## src/rtl/pin_state_pkg.sv

```systemverilog
// Purpose: constants for byte-lane strobes and bus pin direction control
// Assumes: one bus clock domain, active-high asynchronous core reset
// Notes:   width and size codes are shared by the core sequencer
package pin_state_pkg;
  // Region width codes
  localparam logic [1:0] WIDTH_8  = 2'h0;
  localparam logic [1:0] WIDTH_16 = 2'h1;
  localparam logic [1:0] WIDTH_32 = 2'h2;
  // Transfer size codes
  localparam logic [1:0] SIZE_BYTE = 2'h0;
  localparam logic [1:0] SIZE_HALF = 2'h1;
  localparam logic [1:0] SIZE_WORD = 2'h2;
  // Reset pin low time, in bus clocks
  localparam logic [3:0] RESET_MIN_CYCLES = 4'h8;
  localparam int         WORD_ADDR_W      = 22;
  typedef enum logic {BUS_OWNED, BUS_GRANTED} bus_state_e;
endpackage

```

## src/rtl/bus_byte_lane_and_pin_state.sv

```systemverilog
// Purpose: byte-lane strobe encoding and pin drive/float/input control
// Assumes: all inputs but the asynchronous RST synchronous to CORE_CLK; pin OE_N low means driving
// Notes:   active-low pin levels are produced here, core side is active high
module bus_byte_lane_and_pin_state (
  // Clock and reset
  input  wire logic                                  CORE_CLK,
  input  wire logic                                  RST,
  // Core transfer request
  input  wire logic                                  XFER_ACTIVE,
  input  wire logic                                  XFER_WRITE,
  input  wire logic [1:0]                            XFER_WIDTH,
  input  wire logic [1:0]                            XFER_SIZE,
  input  wire logic [1:0]                            XFER_BYTE_ADDR,
  input  wire logic [pin_state_pkg::WORD_ADDR_W-1:0] XFER_WORD_ADDR,
  input  wire logic [31:0]                           XFER_WDATA,
  input  wire logic                                  WE_STROBE,
  input  wire logic                                  OE_STROBE,
  input  wire logic                                  LAST_BEAT,
  input  wire logic [7:0]                            CS_ACTIVE,
  // Operable side functions
  input  wire logic [3:0]                            RAS_ACTIVE,
  input  wire logic [3:0]                            CAS_ACTIVE,
  input  wire logic                                  DRAM_OE_ACT,
  input  wire logic                                  DRAM_WE_ACT,
  input  wire logic [3:0]                            DMA_ACK_ACT,
  input  wire logic [3:0]                            TC_ACT,
  input  wire logic                                  BUS_REQ_ACT,
  input  wire logic                                  ERROR_ACT,
  input  wire logic                                  SER_TX_BIT,
  // Configuration
  input  wire logic                                  BYTE_ENABLE_MODE,
  input  wire logic                                  CAS_HOLD_FLOAT,
  input  wire logic [3:0]                            CS_RAS_SEL,
  input  wire logic                                  HOLD_REQ,
  input  wire logic                                  SYS_RESET_REQ,
  // Status
  output      logic                                  RESET_ACTIVE,
  output      logic                                  BUS_GRANT_ACK,
  output      logic [pin_state_pkg::WORD_ADDR_W-1:0] EXT_ADDR,
  output      logic [3:0]                            EXT_LANE_ADDR,
  output      logic [1:0]                            EXT_TRANSFER_SIZE,
  output      logic                                  EXT_WRITE,
  // Address pins
  output      logic [pin_state_pkg::WORD_ADDR_W-1:0] ADDR_PIN_O,
  output      logic                                  ADDR_PIN_OE_N,
  input  wire logic [pin_state_pkg::WORD_ADDR_W-1:0] ADDR_PIN_I,
  // Data pins
  output      logic [31:0]                           DATA_PIN_O,
  output      logic                                  DATA_PIN_OE_N,
  input  wire logic [31:0]                           DATA_PIN_I,
  // Chip selects, 4..7 shared with row strobes
  output      logic [7:0]                            CHIP_SELECTS_N_O,
  output      logic [7:0]                            CHIP_SELECTS_OE_N,
  // Output enable / size 1 / last beat pin
  output      logic                                  OE_PIN_O,
  output      logic                                  OE_PIN_OE_N,
  input  wire logic                                  OE_PIN_I,
  // Read/write pin
  output      logic                                  RW_PIN_O,
  output      logic                                  RW_PIN_OE_N,
  input  wire logic                                  RW_PIN_I,
  // Byte lane strobes
  output      logic [3:0]                            BYTE_LANE_STROBES_O,
  output      logic                                  BYTE_LANE_STROBES_OE_N,
  input  wire logic [3:0]                            BYTE_LANE_STROBES_I,
  // Terminal count pins
  output      logic [3:0]                            TC_PIN_O,
  output      logic [3:0]                            TC_PIN_OE_N,
  input  wire logic [3:0]                            TC_PIN_I,
  // Reset pin
  output      logic                                  RESET_PIN_O,
  output      logic                                  RESET_PIN_OE_N,
  input  wire logic                                  RESET_PIN_I,
  // Plain outputs
  output      logic [3:0]                            COLUMN_STROBES_N,
  output      logic                                  COLUMN_STROBES_OE_N,
  output      logic [3:0]                            DMA_ACK_N,
  output      logic                                  DRAM_OE_N,
  output      logic                                  DRAM_WE_N,
  output      logic                                  SERIAL_TX,
  output      logic                                  BUS_REQ,
  output      logic                                  ERROR_OUT
);
  import pin_state_pkg::*;

  // Active-low lane strobes for one transfer
  // Strobes 2 and 3 carry A30 and A31 below 32-bit width
  function automatic logic [3:0] lane_code(input logic [1:0] w, input logic [1:0] s,
                                           input logic [1:0] a, input logic en);
    logic [3:0] sel;
    sel = 4'h0;
    lane_code = 4'hf;
    if (w == WIDTH_8) begin
      lane_code = {a[0], a[1], 1'b1, ~en};
    end else if (w == WIDTH_16) begin
      // Halfword takes both lanes; a byte picks one by A31
      sel[0] = (s != SIZE_BYTE) | ~a[0];
      sel[1] = (s != SIZE_BYTE) | a[0];
      lane_code = {a[0], a[1], ~(en & sel[1]), ~(en & sel[0])};
    end else begin
      if (s == SIZE_WORD) sel = 4'hf;
      else if (s == SIZE_HALF) sel = a[1] ? 4'hc : 4'h3;
      else sel = 4'h1 << a;
      lane_code = ~(sel & {4{en}});
    end
  endfunction

  bus_state_e bus_state_r;
  bus_state_e bus_state_nxt;
  logic [3:0] low_cnt_r;
  logic [3:0] self_cnt_r;
  logic       ext_rst_r;
  logic       in_reset;
  logic       granted;
  logic       lane_en;
  logic [3:0] lanes_nxt;
  logic       oe_pin_nxt;
  logic [3:0] lanes_r;
  logic       oe_pin_r;
  logic [31:0] wdata_r;
  logic [WORD_ADDR_W-1:0] addr_r;

  // Reset sources and grant state
  assign in_reset      = RST | ext_rst_r;
  assign granted       = (bus_state_r == BUS_GRANTED);
  assign RESET_ACTIVE  = in_reset;
  assign BUS_GRANT_ACK = granted & ~in_reset;
  // Grant only between transfers so a cycle is never cut off mid-way
  assign bus_state_nxt = (bus_state_r == BUS_OWNED) ?
                         ((HOLD_REQ & ~XFER_ACTIVE) ? BUS_GRANTED : BUS_OWNED) :
                         (HOLD_REQ ? BUS_GRANTED : BUS_OWNED);

  // Low-pin qualification; shorter pulses are glitches, not resets
  // Counter saturates so a long low pin never wraps back
  always_ff @(posedge CORE_CLK or posedge RST) begin
    if (RST) begin
      low_cnt_r <= 4'h0;
      ext_rst_r <= 1'b0;
    end else begin
      low_cnt_r <= RESET_PIN_I ? 4'h0 :
                   (low_cnt_r == RESET_MIN_CYCLES) ? low_cnt_r : low_cnt_r + 4'h1;
      ext_rst_r <= ~RESET_PIN_I & (low_cnt_r >= RESET_MIN_CYCLES - 4'h1);
    end
  end

  // Self-initiated reset pulse width
  always_ff @(posedge CORE_CLK or posedge RST) begin
    if (RST) self_cnt_r <= 4'h0;
    else if (SYS_RESET_REQ && self_cnt_r == 4'h0) self_cnt_r <= RESET_MIN_CYCLES;
    else if (self_cnt_r != 4'h0) self_cnt_r <= self_cnt_r - 4'h1;
  end

  // Grant state; any reset returns the bus to the device
  always_ff @(posedge CORE_CLK or posedge RST) begin
    if (RST) bus_state_r <= BUS_OWNED;
    else if (ext_rst_r) bus_state_r <= BUS_OWNED;
    else bus_state_r <= bus_state_nxt;
  end

  // Lane and output-enable pin contents
  assign lane_en    = BYTE_ENABLE_MODE ? (WE_STROBE | OE_STROBE) : WE_STROBE;
  assign lanes_nxt  = lane_code(XFER_WIDTH, XFER_SIZE, XFER_BYTE_ADDR, lane_en);
  assign oe_pin_nxt = BYTE_ENABLE_MODE ? ~LAST_BEAT : ~OE_STROBE;

  // Registered pin data, idle-inactive after reset
  always_ff @(posedge CORE_CLK or posedge RST) begin
    if (RST) begin
      lanes_r  <= 4'hf;
      oe_pin_r <= 1'b1;
      wdata_r  <= 32'h0;
      addr_r   <= '0;
    end else begin
      lanes_r  <= lanes_nxt;
      oe_pin_r <= oe_pin_nxt;
      wdata_r  <= XFER_WDATA;
      addr_r   <= XFER_WORD_ADDR;
    end
  end

  // Sample the external master's cycle while it owns the bus
  always_ff @(posedge CORE_CLK or posedge RST) begin
    if (RST) begin
      EXT_ADDR          <= '0;
      EXT_LANE_ADDR     <= 4'h0;
      EXT_TRANSFER_SIZE <= 2'h0;
      EXT_WRITE         <= 1'b0;
    end else if (BUS_GRANT_ACK) begin
      EXT_ADDR          <= ADDR_PIN_I;
      EXT_LANE_ADDR     <= BYTE_LANE_STROBES_I;
      EXT_TRANSFER_SIZE <= {OE_PIN_I, TC_PIN_I[3]};
      EXT_WRITE         <= ~RW_PIN_I;
    end
  end

  // Bus pins: float in reset or grant, data only during writes
  assign ADDR_PIN_O             = addr_r;
  assign ADDR_PIN_OE_N          = in_reset | granted;
  assign DATA_PIN_O             = wdata_r;
  assign DATA_PIN_OE_N          = in_reset | granted | ~(XFER_ACTIVE & XFER_WRITE);
  assign OE_PIN_O               = oe_pin_r;
  assign OE_PIN_OE_N            = in_reset | granted;
  assign RW_PIN_O               = ~XFER_WRITE;
  assign RW_PIN_OE_N            = in_reset | granted;
  assign BYTE_LANE_STROBES_O    = lanes_r;
  assign BYTE_LANE_STROBES_OE_N = in_reset | granted;

  // Chip selects; shared pins stay driven in grant when carrying row strobes
  genvar gi;
  generate
    for (gi = 0; gi < 8; gi++) begin : g_cs
      if (gi < 4) begin : g_plain
        assign CHIP_SELECTS_N_O[gi]  = ~CS_ACTIVE[gi];
        assign CHIP_SELECTS_OE_N[gi] = in_reset | granted;
      end else begin : g_shared
        assign CHIP_SELECTS_N_O[gi]  = CS_RAS_SEL[gi-4] ? ~RAS_ACTIVE[gi-4] : ~CS_ACTIVE[gi];
        assign CHIP_SELECTS_OE_N[gi] = in_reset | (granted & ~CS_RAS_SEL[gi-4]);
      end
    end
    // Terminal count: 0..2 parked high in grant, 3 becomes size input
    for (gi = 0; gi < 4; gi++) begin : g_tc
      if (gi < 3) begin : g_low
        assign TC_PIN_O[gi] = granted ? 1'b1 : ~TC_ACT[gi];
        assign TC_PIN_OE_N[gi] = in_reset;
      end else begin : g_top
        assign TC_PIN_O[gi] = ~TC_ACT[gi];
        assign TC_PIN_OE_N[gi] = in_reset | granted;
      end
    end
  endgenerate

  // Reset pin driven low only for a self-initiated reset
  assign RESET_PIN_O    = 1'b0;
  assign RESET_PIN_OE_N = (self_cnt_r == 4'h0);

  // Operable outputs; reset parks them inactive
  assign COLUMN_STROBES_N    = in_reset ? 4'hf : ~CAS_ACTIVE;
  assign COLUMN_STROBES_OE_N = ~in_reset & granted & CAS_HOLD_FLOAT;
  assign DMA_ACK_N           = (in_reset | granted) ? 4'hf : ~DMA_ACK_ACT;
  assign DRAM_OE_N           = in_reset | ~DRAM_OE_ACT;
  assign DRAM_WE_N           = in_reset | ~DRAM_WE_ACT;
  assign SERIAL_TX           = in_reset | SER_TX_BIT;
  assign BUS_REQ             = ~in_reset & BUS_REQ_ACT;
  assign ERROR_OUT           = ~in_reset & ERROR_ACT;
endmodule

```

## config.mk

```make
export PLATFORM = sky130hd
export DESIGN_NAME = bus_byte_lane_and_pin_state
export DESIGN_NICKNAME = d
export VERILOG_FILES = /design/src/rtl/pin_state_pkg.sv /design/src/rtl/bus_byte_lane_and_pin_state.sv
export SDC_FILE = /design/constraint.sdc
export NUM_CORES = 1
export LEC_CHECK = 0
export BUFFER_PORTS_ARGS = -buffer_cell sky130_fd_sc_hd__buf_2
export CORE_AREA = 2 2 118 120
export DETAILED_ROUTE_END_ITERATION = 8
export DIE_AREA = 0 0 120 122
export PLACE_DENSITY = 0.57
export SETUP_SLACK_MARGIN = 0.5
export SLEW_MARGIN = 10
export SYNTH_ARGS = -nofsm -noshare
export SYNTH_HDL_FRONTEND = slang
export SYNTH_SLANG_ARGS = --single-unit
```

## constraint.sdc

```tcl
create_clock -name CORE_CLK -period 2.92 [get_ports CORE_CLK]
set_input_delay 0.146 -clock CORE_CLK [delete_from_list [all_inputs] [get_ports CORE_CLK]]
set_output_delay 0.146 -clock CORE_CLK [all_outputs]
set_load 0.01 [all_outputs]
```

==> reports/results.tsv <==
metric	value	unit
switchingPower	0.942	mW
ys_warn_count	0	
worstSetupPathType	flip-flop to output pin	
place_area	4940	um^2
fp.dieH	122	um
io_buffer_count	268	
worst_slew_pin_slew	733	ps
clockBufferDepth	2	
clockPowerShare	32.9	%
hold_violations	0	
n_antenna_cell	0	
netSwitchingFraction	27.4	%
r2r_setup_slack	1330	ps
crit_required	2770	ps
dp_hpwl	7.44	mm
routed_via_density	4.13	
worstSkewPairLatency	340	ps
synth_top_family_by_area	multiplexers	
drtIter0Drc	81	
netlist_area	3470	um^2
io_pins	305	
slew_viol_final	0	
fillers	1265	
area_delta_synth_final	67.1	%
antenna_left	0	
slew_headroom	51.0	%
layout_min_cycle_time	1960	ps
syn_area_per_cell	14.3	um^2
drive_gt1_share	56.8	%
finalCritPeriodShare	67.3	%
outcome	finished, final reports clean	
hold_ws	21.8	ps
r2r_cells	4	
peakVddDrop	0.000353	V
yosysSeqAreaShare	70.8	%
synth_cell_types	33	
path_clk_slew	70	ps
maxCapViolations	0	
numCtsBuffers	9	
drc	0	
hold_path.class	input pin to flip-flop	
power_frac_seq	46.8	%
final_cells	752	
coreArea	13500	um^2
r2r_start	bus_state_r	
fmax	0.509	GHz
setup_viol	0	
start_util	25.7	%
finalSetupTns	0	ps
worst-path-max-fanout	14	
synthMuxAreaShare	11.4	%
routed_wl	10.2	mm
arrival	1820	ps
clock-sinks	98	
internal_power	2.50	mW
total_power	3.44	mW
placementRows	43	
synth_fa_ha_area_share	1.08	%
grt_usage	13.7	%
die_x	120	um
grt_pass1_vias	3234	
dieArea	14600	um^2
timing.critical_path.from	ext_rst_r	
crit_path_start_kind	flip-flop	
syn_nets	415	
avgRoutedWirePerCell	13.5	um
syn_inst	243	
dr_total_vias	3102	
layout.nets	739	
worstSetupEndpointType	output pin	
htreeDepth	3	
drtPass1Iterations	6	
cts_tree	done	
synth_xor_area_share	0.504	%
skew	7.80	ps
root_buffer	clkbuf_16	
worstReg2RegEnd	EXT_LANE_ADDR[0]	
synthSimpleGateAreaFrac	6.48	%
synth_compound_area_share	3.78	%
place_inst	678	
overflow	0	
grt_pass1_wl	15.4	mm
cts_resized	0	
synth-seq-cells	98	
pwr-share-comb	20.4	%
final_area	5800	um^2
gp_congestion	0.724	
leakage	2.98	nW
grt_max_degree	52	
crit_end	TC_PIN_OE_N[2]	
antenna_found_initial	0	
p_per_area	593	nW/um^2
rsz0062_at_grt	no	
-- per-layer routing --
metal	share of wire (%)	track usage [%]	vias to the layer above	wire [um]
li1	-	-	1436	-
met1	34	13.7	1474	3450
met2	55	25.9	177	5600
met3	9.3	5.06	15	949
met4	1.9	5.22	0	191
met5	0	0	-	0
-- through the flow --
stage | utilization (%) | setup WS [ps]
floorplan | - | 1480
global placement | 36.6 | 1320
CTS | 43.0 | 902
detailed placement | 36.6 | 1290
finish | 43.0 | 956
global route | 43.0 | 742
-- critical path, cell delays in order (launching register included) --
cell and delay (ps):
dfrtp_1 460, nor2_1 610, inv_1 210, buf_2 200
-- logic make-up after synthesis --
logic type / after synthesis
AO/OA/AOI/OAI: 23
XOR/XNOR: 2
adder cells (fa/ha/maj): 3
buffers and inverters: 36
flip-flops: 98
multiplexers: 36
other: 1
AND/OR/NAND/NOR: 44
-- area by class of cell --
| cell class | instances | area [um^2] | area share [%] |
|---|---|---|---|
| clock buffer | 10 | 239 | 4.12 |
| multi-input combinational | 109 | 811 | 14.0 |
| tap | 180 | 225 | 3.88 |
| timing repair buffer | 329 | 1940 | 33.5 |
| clock inverter | 6 | 47.5 | 0.819 |
| sequential | 98 | 2460 | 42.4 |
| inverter | 20 | 78.8 | 1.36 |
-- repair_timing --
| action | 4_1_cts | 5_1_grt |
|---|---|---|
| setup endpoints to repair | 0 | 0 |
| setup buffers | 0 | 0 |
| endpoints found under the hold margin | 57 | 0 |
| hold buffers | 58 | 0 |
-- sequential cells by signal (all words and copies together) (netlist names) --
register and flops:
bus_state_r 1, EXT_TRANSFER_SIZE 2, EXT_ADDR 22, OE_PIN_O 1, EXT_WRITE 1, DATA_PIN_O 32, EXT_LANE_ADDR 4, ext_rst_r 1
ADDR_PIN_O 22, BYTE_LANE_STROBES_O 4, self_cnt_r 4, low_cnt_r 4
-- how the worst min path moves through the flow --
stage / cells after the start / start / slack, ps / to
finish: 2 / RESET_PIN_I / 20 / low_cnt_r[2]
global route: 2 / TC_PIN_I[3] / 10 / EXT_TRANSFER_SIZE[0]
CTS: 2 / RESET_PIN_I / 4 / low_cnt_r[2]
detailed placement: 1 / XFER_WORD_ADDR[8] / 260 / ADDR_PIN_O[8]
global placement: 1 / XFER_WORD_ADDR[8] / 250 / ADDR_PIN_O[8]
floorplan: 0 / XFER_WORD_ADDR[0] / 180 / ADDR_PIN_O[0]
-- cells in the final DEF, fill, tap and decap left out, drive strengths merged, types with 2 or more instances in the layout --
master / instances
nand3b: 2
buf: 271
nand2b: 3
ha: 3
o21ai: 9
dfrtp: 93
nand2: 18
dfstp: 5
mux2: 28
nor3: 3
nand3: 4
clkinv: 3
clkbuf: 10
mux2i: 8
inv: 22
nor2: 7
dlygate4sd3: 58
a21oi: 9
and2: 2
o221ai: 2
-- power by group through the flow --
stage               combinational [mW]  sequential, mW  clock, mW
global route                     0.774            1.63       1.23
finish                           0.701            1.61       1.13
global placement                 0.631            1.62          0
floorplan                        0.272            1.69          0
detailed placement               0.646            1.63          0
CTS                              0.710            1.61       1.18
-- synth_stat cells --
library cell  number  area, um^2
xor2_1             1        8.76
nor3_1             2        10.0
mux2_1             1        11.3
or2_2              1        6.26
nor3_4             1        16.3
buf_4             12        90.1
a211oi_1           1        7.51
xnor2_1            1        8.76
buf_2              1        5.00
nand3_1            4        20.0
dfrtp_1           93        2330
and3_2             1        7.51
nand3b_1           2        15.0
ha_1               3        37.5
o32a_1             1        10.0
inv_1             19        71.3
nor4_1             1        6.26
nor3b_2            1        12.5
a21oi_1            9        45.0
inv_2              1        3.75
dfstp_2            5         131
nand2b_1           3        18.8
and2_1             2        12.5
nand2_1           18        67.6
o221ai_1           2        17.5
o21ai_0            9        45.0
conb_1             1        3.75
buf_6              3        33.8
mux2i_1            8        80.1
or3_1              1        6.26
a31oi_1            1        6.26
nor2_1             7        26.3
mux2_2            27         304
Note: power is estimated with default switching activity, not from simulation.
